<file path="src/hdl/dcc_pkg.sv">
// constants and types shared by the dma channel control block
package dcc_pkg;

	// ------------------------------------------------------------
	// register map (byte addresses)
	// ------------------------------------------------------------
	localparam int AW = 28;
	localparam logic [AW-1:0] OFS_OPCTL = 28'h5FFFF48;
	localparam logic [AW-1:0] OFS_CTL = 28'h5FFFF00;
	localparam logic [AW-1:0] OFS_CNT = 28'h5FFFF10;
	localparam logic [AW-1:0] OFS_SAR = 28'h5FFFF20;
	localparam logic [AW-1:0] OFS_DAR = 28'h5FFFF30;
	localparam logic [15:0] CTL_RST = 16'h0000;
	localparam logic [15:0] OPCTL_RST = 16'h0000;

	// ------------------------------------------------------------
	// channel control fields
	// ------------------------------------------------------------
	localparam int F_DE = 0;
	localparam int F_TE = 1;
	localparam int F_IE = 2;
	localparam int F_TS = 3;
	localparam int F_TM = 4;
	localparam int F_DS = 5;
	localparam int F_AL = 6;
	localparam int F_AM = 7;
	localparam int F_RS = 8;
	localparam int F_SM = 12;
	localparam int F_DM = 14;

	// ------------------------------------------------------------
	// operation control fields
	// ------------------------------------------------------------
	localparam int F_DME = 0;
	localparam int F_NMI_ABORT_FLAG = 1;
	localparam int F_AE = 2;
	localparam int F_PR = 8;

	// ------------------------------------------------------------
	// codes
	// ------------------------------------------------------------
	localparam logic [3:0] RS_EXT_DUAL = 4'h0;
	localparam logic [3:0] RS_RSVD0 = 4'h1;
	localparam logic [3:0] RS_EXT_TO_DEV = 4'h2;
	localparam logic [3:0] RS_EXT_FROM_DEV = 4'h3;
	localparam logic [3:0] RS_AUTO = 4'hC;
	localparam logic [3:0] RS_ADC = 4'hD;
	localparam logic [3:0] RS_RSVD1 = 4'hE;
	localparam logic [3:0] RS_RSVD2 = 4'hF;
	localparam logic [1:0] STEP_FIXED = 2'h0;
	localparam logic [1:0] STEP_INC = 2'h1;
	localparam logic [1:0] STEP_DEC = 2'h2;
	localparam logic [1:0] STEP_RSVD = 2'h3;
	localparam logic [1:0] PR_FIXED0 = 2'h0;
	localparam logic [1:0] PR_FIXED1 = 2'h1;
	localparam logic [1:0] PR_ROUND = 2'h2;
	localparam logic [1:0] PR_ALT = 2'h3;
	// channel order lists, slot 0 highest
	localparam logic [7:0] ORDER_A = 8'h6C;
	localparam logic [7:0] ORDER_B = 8'h2D;

	typedef enum logic [2:0] {DCC_IDLE, DCC_READ, DCC_WRITE,
		DCC_SINGLE, DCC_GAP} dcc_phase_e;
	typedef enum logic [2:0] {SEL_NONE, SEL_OPCTL, SEL_CTL, SEL_CNT,
		SEL_SAR, SEL_DAR} dcc_sel_e;

endpackage : dcc_pkg

</file>
<file path="src/hdl/dcc_top.sv">
// dma channel control: registers, request sensing, transfer engine
//
// Design decision made here: register access over Avalon-MM.
`timescale 1ns/10ps
`default_nettype none
//
// Summary of operation
// - code 1100 auto, 1101 converter, 1110/1111 reserved
// - code 1011 timer 3 match triggers dual
// - acknowledge in read cycle or write cycle
// - acknowledge active high or active low
// - external request low level or falling edge
// - handshake settings only on channels 0, 1
// - cycle steal releases bus; burst back-to-back
// - size bit selects byte or word
// - interrupt enable gates channel interrupt request
// - end flag set on normal finish
// - end flag cleared by 0 after read
// - channel enable gates channel transfers
// - single address via acknowledge; peripherals dual
// - fixed orders 0,3,2,1 and 1,3,2,0
// - round robin, starting 0,3,2,1
// - alternating order, starting 1,3,2,0
// - address error sets its flag
// - address error flag cleared by 0 after read
// - nmi sets flag; cleared 0 after read
// - master enable gates all channels
// - count holds remaining transfers
// - addresses fixed, incremented or decremented by size
// - codes 0000, 0010, 0011 take external requests on channels 0, 1 only

module dcc_top
(
	// clock and reset
	input wire logic mclk,
	input wire logic reset_n,
	// register bus
	input wire logic [dcc_pkg::AW-1:0] avs_address,
	input wire logic avs_read,
	input wire logic avs_write,
	input wire logic [31:0] avs_writedata,
	input wire logic [3:0] avs_byteenable,
	output logic [31:0] avs_readdata,
	output logic avs_waitrequest,
	// external handshake
	input wire logic [1:0] transfer_request_n,
	output logic [1:0] transfer_acknowledge,
	// on-chip events
	input wire logic [3:0] sci_req_event,
	input wire logic [2:0] timer_match_a_event,
	input wire logic timer3_match_a_event,
	input wire logic conversion_end_event,
	input wire logic nmi_event,
	// memory side
	output logic [31:0] mem_addr,
	output logic mem_read,
	output logic mem_write,
	output logic mem_word,
	input wire logic [15:0] mem_rdata,
	output logic [15:0] mem_wdata,
	// channel interrupt requests
	output logic [3:0] channel_irq
);
	import dcc_pkg::*;

	typedef struct packed {
		logic [3:0][15:0] ctl;
		logic [3:0][15:0] cnt;
		logic [3:0][31:0] sar;
		logic [3:0][31:0] dar;
		logic [3:0] te_arm;
		logic [3:0] pend;
		logic [1:0] pr;
		logic ae;
		logic nmi_abort_flag;
		logic master_enable;
		logic ae_arm;
		logic nmi_arm;
		logic [1:0] transfer_request_prev;
		dcc_phase_e ph;
		logic [1:0] ch;
		logic [15:0] hold;
		logic wait_r;
		logic [31:0] rdata;
		logic [1:0] ack;
		logic [31:0] maddr;
		logic mrd;
		logic mwr;
		logic mword;
		logic [15:0] wdata;
		logic [3:0] irq;
	} dcc_state_s;

	dcc_state_s s_q;
	dcc_state_s s_d;
	logic [3:0] allowed;
	logic [3:0] req;
	logic [3:0] hit;
	logic [15:0] ev;
	logic gv;
	logic [1:0] gch;
	logic done;
	dcc_sel_e sel;
	logic [1:0] ri;
	logic [31:0] rv;
	logic [15:0] w;
	logic [15:0] nc;
	logic [15:0] cw;
	logic [3:0] code;

	// ------------------------------------------------------------
	// helpers
	// ------------------------------------------------------------
	function automatic logic is_ext(input logic [3:0] c);
		return c == RS_EXT_DUAL || c == RS_EXT_TO_DEV ||
			c == RS_EXT_FROM_DEV;
	endfunction : is_ext

	function automatic logic is_single(input logic [3:0] c);
		return c == RS_EXT_TO_DEV || c == RS_EXT_FROM_DEV;
	endfunction : is_single

	function automatic logic [31:0] merge(input logic [31:0] old,
		input logic [31:0] wd, input logic [3:0] be);
		logic [31:0] r;
		r = old;
		for (int b = 0; b < 4; b++)
			if (be[b])
				r[b*8+:8] = wd[b*8+:8];
		return r;
	endfunction : merge

	function automatic dcc_sel_e sel_of(input logic [AW-1:0] a);
		dcc_sel_e r;
		r = SEL_NONE;
		if (a == OFS_OPCTL)
			r = SEL_OPCTL;
		else if (a[1:0] == 2'b00)
		begin
			if (a[AW-1:4] == OFS_CTL[AW-1:4])
				r = SEL_CTL;
			else if (a[AW-1:4] == OFS_CNT[AW-1:4])
				r = SEL_CNT;
			else if (a[AW-1:4] == OFS_SAR[AW-1:4])
				r = SEL_SAR;
			else if (a[AW-1:4] == OFS_DAR[AW-1:4])
				r = SEL_DAR;
		end
		return r;
	endfunction : sel_of

	function automatic logic [31:0] step(input logic [31:0] a,
		input logic [1:0] m, input logic word);
		logic [31:0] d;
		d = word ? 32'h00000002 : 32'h00000001;
		if (m == STEP_INC)
			return a + d;
		else if (m == STEP_DEC)
			return a - d;
		return a;
	endfunction : step

	// ------------------------------------------------------------
	// per-channel request sensing
	// ------------------------------------------------------------
	// event per source code; auto and reserved codes carry none
	assign ev = {2'b00, conversion_end_event, 1'b0, timer3_match_a_event,
		timer_match_a_event, sci_req_event, 4'h0};

	for (genvar i = 0; i < 4; i++)
	begin : g_ch
		logic [3:0] c;
		logic ext;
		logic pin_n;
		logic fall;
		assign c = s_q.ctl[i][F_RS+:4];
		assign ext = is_ext(c) && (i < 2);
		assign pin_n = (i < 2) ? transfer_request_n[i % 2] : 1'b1;
		assign fall = (i < 2) && s_q.transfer_request_prev[i % 2] && !pin_n;
		assign allowed[i] = s_q.master_enable && s_q.ctl[i][F_DE] &&
			!s_q.ctl[i][F_TE] && !s_q.ae && !s_q.nmi_abort_flag;
		assign hit[i] = ev[c] || (ext && s_q.ctl[i][F_DS] && fall);
		assign req[i] = allowed[i] && (c == RS_AUTO || s_q.pend[i] ||
			(ext && !s_q.ctl[i][F_DS] && !pin_n));
	end

	dcc_arb u_arb
	(
		.mclk(mclk),
		.reset_n(reset_n),
		.mode(s_q.pr),
		.req(req),
		.served(done),
		.served_ch(s_q.ch),
		.grant_valid(gv),
		.grant_ch(gch)
	);

	// ------------------------------------------------------------
	// next state
	// ------------------------------------------------------------
	always_comb
	begin
		s_d = s_q;
		done = 1'b0;
		s_d.transfer_request_prev = transfer_request_n;
		sel = sel_of(avs_address);
		ri = avs_address[3:2];
		unique case (sel)
			SEL_OPCTL: rv = {22'h000000, s_q.pr, 5'h00, s_q.ae,
				s_q.nmi_abort_flag, s_q.master_enable};
			SEL_CTL: rv = {16'h0000, s_q.ctl[ri]};
			SEL_CNT: rv = {16'h0000, s_q.cnt[ri]};
			SEL_SAR: rv = s_q.sar[ri];
			SEL_DAR: rv = s_q.dar[ri];
			default: rv = 32'h00000000;
		endcase
		// one wait cycle, then the answer stands for one edge
		s_d.wait_r = 1'b1;
		if ((avs_read || avs_write) && s_q.wait_r)
		begin
			s_d.wait_r = 1'b0;
			s_d.rdata = rv;
		end
		if (avs_read && !s_q.wait_r)
		begin
			if (sel == SEL_CTL && s_q.ctl[ri][F_TE])
				s_d.te_arm[ri] = 1'b1;
			if (sel == SEL_OPCTL)
			begin
				s_d.ae_arm = s_q.ae_arm || s_q.ae;
				s_d.nmi_arm = s_q.nmi_arm || s_q.nmi_abort_flag;
			end
		end
		w = 16'h0000;
		nc = 16'h0000;
		if (avs_write && !s_q.wait_r)
		begin
			unique case (sel)
				SEL_OPCTL:
				begin
					w = 16'(merge({16'h0000, 6'h00, s_q.pr, 5'h00,
						s_q.ae, s_q.nmi_abort_flag, s_q.master_enable}, avs_writedata,
						avs_byteenable));
					s_d.pr = w[F_PR+:2];
					s_d.master_enable = w[F_DME];
					if (!w[F_AE] && s_q.ae_arm)
						s_d.ae = 1'b0;
					if (!w[F_NMI_ABORT_FLAG] && s_q.nmi_arm)
						s_d.nmi_abort_flag = 1'b0;
					s_d.ae_arm = 1'b0;
					s_d.nmi_arm = 1'b0;
				end
				SEL_CTL:
				begin
					w = 16'(merge({16'h0000, s_q.ctl[ri]}, avs_writedata,
						avs_byteenable));
					nc = w;
					nc[F_TE] = s_q.ctl[ri][F_TE] &&
						!(!w[F_TE] && s_q.te_arm[ri]);
					if (w[F_RS+:4] == RS_RSVD0 || w[F_RS+:4] == RS_RSVD1 ||
						w[F_RS+:4] == RS_RSVD2)
						nc[F_RS+:4] = s_q.ctl[ri][F_RS+:4];
					if (w[F_SM+:2] == STEP_RSVD)
						nc[F_SM+:2] = s_q.ctl[ri][F_SM+:2];
					if (w[F_DM+:2] == STEP_RSVD)
						nc[F_DM+:2] = s_q.ctl[ri][F_DM+:2];
					if (ri[1])
						nc[F_DS+:3] = s_q.ctl[ri][F_DS+:3];
					s_d.ctl[ri] = nc;
					s_d.te_arm[ri] = 1'b0;
				end
				SEL_CNT: s_d.cnt[ri] = 16'(merge({16'h0000, s_q.cnt[ri]},
					avs_writedata, avs_byteenable));
				SEL_SAR: s_d.sar[ri] = merge(s_q.sar[ri], avs_writedata,
					avs_byteenable);
				SEL_DAR: s_d.dar[ri] = merge(s_q.dar[ri], avs_writedata,
					avs_byteenable);
				default: s_d.rdata = s_q.rdata;
			endcase
		end
		// transfer engine; its flag sets follow the bus so they win
		cw = s_q.ctl[s_q.ch];
		unique case (s_q.ph)
			DCC_IDLE:
				if (gv)
				begin
					s_d.ch = gch;
					if (s_q.ctl[gch][F_TS] &&
						(s_q.sar[gch][0] || s_q.dar[gch][0]))
						s_d.ae = 1'b1;
					else if (is_single(s_q.ctl[gch][F_RS+:4]) && gch < 2'h2)
						s_d.ph = DCC_SINGLE;
					else
						s_d.ph = DCC_READ;
				end
			DCC_READ:
				if (!allowed[s_q.ch])
					s_d.ph = DCC_IDLE;
				else
				begin
					s_d.hold = mem_rdata;
					s_d.ph = DCC_WRITE;
				end
			DCC_WRITE, DCC_SINGLE:
				if (!allowed[s_q.ch])
					s_d.ph = DCC_IDLE;
				else
					done = 1'b1;
			DCC_GAP: s_d.ph = DCC_IDLE;
		endcase
		if (done)
		begin
			s_d.sar[s_q.ch] = step(s_q.sar[s_q.ch], cw[F_SM+:2], cw[F_TS]);
			s_d.dar[s_q.ch] = step(s_q.dar[s_q.ch], cw[F_DM+:2], cw[F_TS]);
			s_d.cnt[s_q.ch] = s_q.cnt[s_q.ch] - 16'h0001;
			s_d.pend[s_q.ch] = 1'b0;
			if (s_q.cnt[s_q.ch] == 16'h0001)
				s_d.ctl[s_q.ch][F_TE] = 1'b1;
			if (cw[F_TM] && req[s_q.ch] && s_q.cnt[s_q.ch] != 16'h0001)
				s_d.ph = (s_q.ph == DCC_SINGLE) ? DCC_SINGLE
					: DCC_READ;
			else
				s_d.ph = cw[F_TM] ? DCC_IDLE : DCC_GAP;
		end
		for (int i = 0; i < 4; i++)
			if (hit[i])
				s_d.pend[i] = 1'b1;
		if (nmi_event)
			s_d.nmi_abort_flag = 1'b1;
		// registered outputs follow the next phase
		code = s_d.ctl[s_d.ch][F_RS+:4];
		s_d.mrd = s_d.ph == DCC_READ ||
			(s_d.ph == DCC_SINGLE && code == RS_EXT_TO_DEV);
		s_d.mwr = s_d.ph == DCC_WRITE ||
			(s_d.ph == DCC_SINGLE && code == RS_EXT_FROM_DEV);
		s_d.maddr = s_d.mrd ? s_d.sar[s_d.ch] : s_d.dar[s_d.ch];
		s_d.mword = (s_d.mrd || s_d.mwr) && s_d.ctl[s_d.ch][F_TS];
		s_d.wdata = s_d.hold;
		for (int i = 0; i < 2; i++)
			s_d.ack[i] = s_d.ctl[i][F_AL] ^ (s_d.ch == i[1:0] &&
				is_ext(s_d.ctl[i][F_RS+:4]) && (s_d.ph == DCC_SINGLE ||
				(s_d.ph == DCC_READ && !s_d.ctl[i][F_AM]) ||
				(s_d.ph == DCC_WRITE && s_d.ctl[i][F_AM])));
		for (int i = 0; i < 4; i++)
			s_d.irq[i] = s_d.ctl[i][F_TE] && s_d.ctl[i][F_IE];
	end

	always_ff @(posedge mclk or negedge reset_n)
	begin
		if (!reset_n)
		begin
			s_q <= '0;
			s_q.ctl <= {4{CTL_RST}};
			// request pins idle high, so no false edge after reset
			s_q.transfer_request_prev <= '1;
			s_q.wait_r <= 1'b1;
		end
		else
			s_q <= s_d;
	end

	assign avs_readdata = s_q.rdata;
	assign avs_waitrequest = s_q.wait_r;
	assign transfer_acknowledge = s_q.ack;
	assign mem_addr = s_q.maddr;
	assign mem_read = s_q.mrd;
	assign mem_write = s_q.mwr;
	assign mem_word = s_q.mword;
	assign mem_wdata = s_q.wdata;
	assign channel_irq = s_q.irq;
endmodule : dcc_top

`default_nettype wire

</file>
<file path="src/hdl/dcc_arb.sv">
// channel priority arbiter with fixed, rotating and alternating orders
`timescale 1ns/10ps
`default_nettype none

module dcc_arb
(
	// clock and reset
	input wire logic mclk,
	input wire logic reset_n,
	// requests
	input wire logic [1:0] mode,
	input wire logic [3:0] req,
	input wire logic served,
	input wire logic [1:0] served_ch,
	// grant
	output logic grant_valid,
	output logic [1:0] grant_ch
);
	import dcc_pkg::*;

	typedef struct packed {
		logic [3:0][1:0] rr;
		logic [3:0][1:0] alt;
	} dcc_arb_s;

	dcc_arb_s s_q;
	dcc_arb_s s_d;
	logic [3:0][1:0] ord;
	logic [3:0][1:0] nrr;
	int j;

	// ------------------------------------------------------------
	// grant and order update
	// ------------------------------------------------------------
	always_comb
	begin
		unique case (mode)
			PR_FIXED0: ord = ORDER_A;
			PR_FIXED1: ord = ORDER_B;
			PR_ROUND: ord = s_q.rr;
			PR_ALT: ord = s_q.alt;
		endcase
		grant_valid = 1'b0;
		grant_ch = ord[0];
		for (int k = 3; k >= 0; k--)
			if (req[ord[k]])
			begin
				grant_valid = 1'b1;
				grant_ch = ord[k];
			end
		s_d = s_q;
		nrr = s_q.rr;
		j = 0;
		for (int k = 0; k < 4; k++)
			if (s_q.rr[k] != served_ch)
			begin
				nrr[j[1:0]] = s_q.rr[k];
				j = j + 1;
			end
		nrr[3] = served_ch;
		// served channel drops to the lowest slot
		if (served && mode == PR_ROUND)
			s_d.rr = nrr;
		if (served && mode == PR_ALT)
			s_d.alt = (s_q.alt == ORDER_A) ? ORDER_B : ORDER_A;
	end

	always_ff @(posedge mclk or negedge reset_n)
	begin
		if (!reset_n)
		begin
			s_q.rr <= ORDER_A;
			s_q.alt <= ORDER_B;
		end
		else
			s_q <= s_d;
	end
endmodule : dcc_arb

`default_nettype wire

</file>
<file path="config.mk">
export PLATFORM = sky130hd
export DESIGN_NAME = dcc_top
export DESIGN_NICKNAME = d
export VERILOG_FILES = /design/src/hdl/dcc_pkg.sv /design/src/hdl/dcc_top.sv /design/src/hdl/dcc_arb.sv
export SDC_FILE = /design/constraint.sdc
export NUM_CORES = 2
export LEC_CHECK = 0
export BUFFER_PORTS_ARGS = -buffer_cell sky130_fd_sc_hd__buf_2
export CORE_ASPECT_RATIO = 0.5
export CORE_MARGIN = 2
export CORE_UTILIZATION = 50
export DETAILED_ROUTE_END_ITERATION = 10
export GPL_TIMING_DRIVEN = 1
export HOLD_SLACK_MARGIN = 0.15
export PLACE_DENSITY = 0.67
export SETUP_SLACK_MARGIN = 0.05
export SYNTH_ARGS = -nofsm -noshare
export SYNTH_HDL_FRONTEND = slang
export SYNTH_SLANG_ARGS = --single-unit
</file>
<file path="constraint.sdc">
create_clock -name mclk -period 10.5 [get_ports mclk]
set_input_delay 2.1 -clock mclk [delete_from_list [all_inputs] [get_ports mclk]]
set_output_delay 2.1 -clock mclk [all_outputs]
set_load 0.02 [all_outputs]
</file>
==> impl_metrics.toml <==
[timing]
worst_hold_slack_ns = 0.3816
rsz0062_at_grt = "false"
slew_headroom_pct = 10.57
hold_viol = 0
fin_crit_ns = 6.992
tightest_slew_ns = 1.308
setup_viol = 0
fin_crit_sh_pct = 66.59
slew_violations = 0
fin_ws_ns = 3.508
skew_ns = 0.03277
fmax_mhz = 143.0
setup_tns_ns = 0

[route]
wire_per_inst_um = 27.21
routed_wl_um = 124900
first_iter_violations = 4378
post_drt_via_cell_ratio = 6.852
antenna_left = 0
vias = 31450
drt_first_pass_iters = 6
drc_errors = 0

[synth]
synth_edf_count = 0
synth_top_family_by_area = "multiplexers"
yosys-top-cells-count = "nand2_1 (578), o21ai_0 (531), dfrtp_1 (498)"
yosysUniqueCellTypes = 101
synthXorXnorAreaFrac_pct = 1.835
synth_top_area_share_pct = 35.28
syn_area_um2 = 35320
synthAdderAreaFrac_pct = 2.522
synth_cells = 3684
seq_area_frac_synth_pct = 35.87
synth-async-reset-ratio_pct = 100.0
synth_top_flop_cell = "dfrtp_1"
synth_compound_area_share_pct = 20.70
synth-simple-area-share_pct = 12.47
ys_top_cells_by_area = "dfrtp_1 (35%), mux4_2 (15%), o21ai_0 (7.5%)"
muxShareOfSynthArea_pct = 21.06
synth_top_area_cell = "dfrtp_1"
yosys_warnings = 0
ys_ff_latch = 506
synth_nets = 3850
synth.most_common_cell = "nand2_1"
avgSynthCellArea_um2 = 9.588

[placed_design]
placed_cells = 4491
dp_hpwl_um = 82990
pre_cts_slack_ns = 3.507
routabilityCongestion = 0.9777
portBuffers = 185

[cts]
cts_hold_buf = 0
cts_buffers = 51
cts_resized = 0
cts.sinks = 506
cts_setup_buffers = 0
tritoncts = "yes"
clk_pin_slew_ns = 0.07
root_buffer = "clkbuf_16"
worstSkewPairLatency_ns = 0.65
ctsHtreeMaxLevel = 2
clockBufferDepth = 3

[floorplan]
pin_count = 186
initial_core_util_pct = 50.88
fp.dieArea_um2 = 72920
core-area_um2 = 69430
rows = 68
dieHeight_um = 191.9
die_w_um = 379.9

[final_layout]
layout.cells.non_filler = 4590
fillers = 6267
layout.nets = 3765
syn_to_final_growth_pct = 7.385
drive_above_1_share_pct = 18.74

[global_route]
grt_max_degree = 160
antenna_found_initial = 6
grt-ovfl-total = 0
grt_first_pass_wirelength_um = 188100
grt_pass1_vias = 29640
grt_usage_pct = 33.96

[min_path]
hp-class = "reg2reg"

[worst_setup_path]
worst-endpoint-required_ns = 10.98
crit_slowest_cell = "a2111oi_0"
critical_path_class = "reg2reg"
worstPathMaxFanout = 36
cp-end-kind = "flip-flop"
worstPathArrival_ns = 7.47
cp-start-kind = "flip-flop"
slowest_delay_ns = 1.11
crit_chain = "buf_4, mux4_2, ha_1, a21oi_1, o21ai_0, a2111oi_0, o21bai_1, nor3b_1, o211a_1, nor4_1, a2111oi_0, xnor2_1, nor2_1, xnor2_1, a311o_1, o22ai_2"

[power_and_ir_drop]
irDropWorstVdd_mv = 0.1132
power.total_w = 0.004086
leakagePower_nw = 13.90
power.density_nw_per_um2 = 107.7

[status]
status = "finished, final reports clean"

[job]
drv_cap = 0
[final cells by class]
type / count / area (µm²) / share of cell area, %
tap: 945 / 1182 / 3.117
multi-input combinational: 2757 / 20840 / 54.93
timing repair buffer: 237 / 1364 / 3.595
clock inverter: 21 / 225.2 / 0.5937
antenna: 5 / 12.51 / 0.03298
clock buffer: 73 / 1460 / 3.849
sequential: 506 / 12680 / 33.43
inverter: 46 / 172.7 / 0.4552
[registers in the layout (all words and copies together), names as in the netlist, 2 cells and up, named ones only]
register / count
s_q: 388
transfer_acknowledge: 2
avs_readdata: 32
channel_irq: 4
u_arb.s_q: 10
mem_wdata: 16
mem_addr: 32
g_ch.c: 16
[critical path: cells and delay by family (launching register included)]
kind	cells	cell delay, ns
fa+ha+maj	1	0.39
buf+inv	1	0.76
flops	1	0.90
simple gates	3	0.72
xor+xnor	2	0.62
compound gates	8	2.75
mux	1	0.63
[logic make-up after synthesis]
group	after synthesis
AOI/OAI and AO/OA	1160
xor gates and xnor gates	74
adders and majority gates	70
buffers and inverters	421
DFF	506
muxes	438
and+or+nand+nor	1015
[final timing paths]
| check | start | endpoint | slack [ns] | cells after the start |
|---|---|---|---|---|
| max | s_q[107]$_DFF_PN0_ | mem_addr[31]$_DFF_PN0_ | 3.51 | 16 |
| min | s_q[502]$_DFFE_PN0P_ | s_q[502]$_DFFE_PN0P_ | 0.38 | 0 |
| max reg2reg | s_q[107]$_DFF_PN0_ | mem_addr[31]$_DFF_PN0_ | 3.51 | 16 |
| min reg2reg | s_q[502]$_DFFE_PN0P_ | s_q[502]$_DFFE_PN0P_ | 0.38 | 0 |
| max in group asynchronous | reset_n | avs_readdata[12]$_DFFE_PN0P_ | 6.75 | 3 |
| min in group asynchronous | reset_n | s_q[142]$_DFF_PN0_ | 1.44 | 1 |
[layout by cell type (no fill, tap or decap), types with 62 or more instances in the layout]
cell type  synthesis  final
buf_2             24    182
nand2_1          578    576
ha_1              68     66
o211ai_1         190    190
a21o_1            62     62
a21oi_1          127    127
o21ai_0          531    531
dfrtp_1          498    496
mux4_2           239    239
mux2i_1          148    148
nor2_1           219    204
[per-layer routing]
metal | global-route usage, % | part of all wire (%) | routed length, µm
met3 | 9.308 | 13 | 15870
met2 | 49.52 | 43 | 53090
met1 | 47.37 | 40 | 49970
met5 | 0 | 0.026 | 32
met4 | 15.38 | 4.7 | 5926
[report_power, final]
| part | total [W] | internal [W] | leakage [nW] | switching [W] |
|---|---|---|---|---|
| combinational | 0.000211 | 0.0000594 | 7.84 | 0.000152 |
| clock | 0.00192 | 0.00107 | 0.833 | 0.000853 |
| sequential | 0.00196 | 0.00195 | 5.22 | 0.00000241 |
| total | 0.00409 | 0.00308 | 13.9 | 0.00101 |
[through the flow]
stage,instance area [µm²],utilization (%)
finish,37930,54.64
global route,37930,54.63
CTS,37920,54.62
detailed placement,36230,52.19
global placement,36230,52.19
floorplan,35320,-
Power figures use the tool's default switching activity.
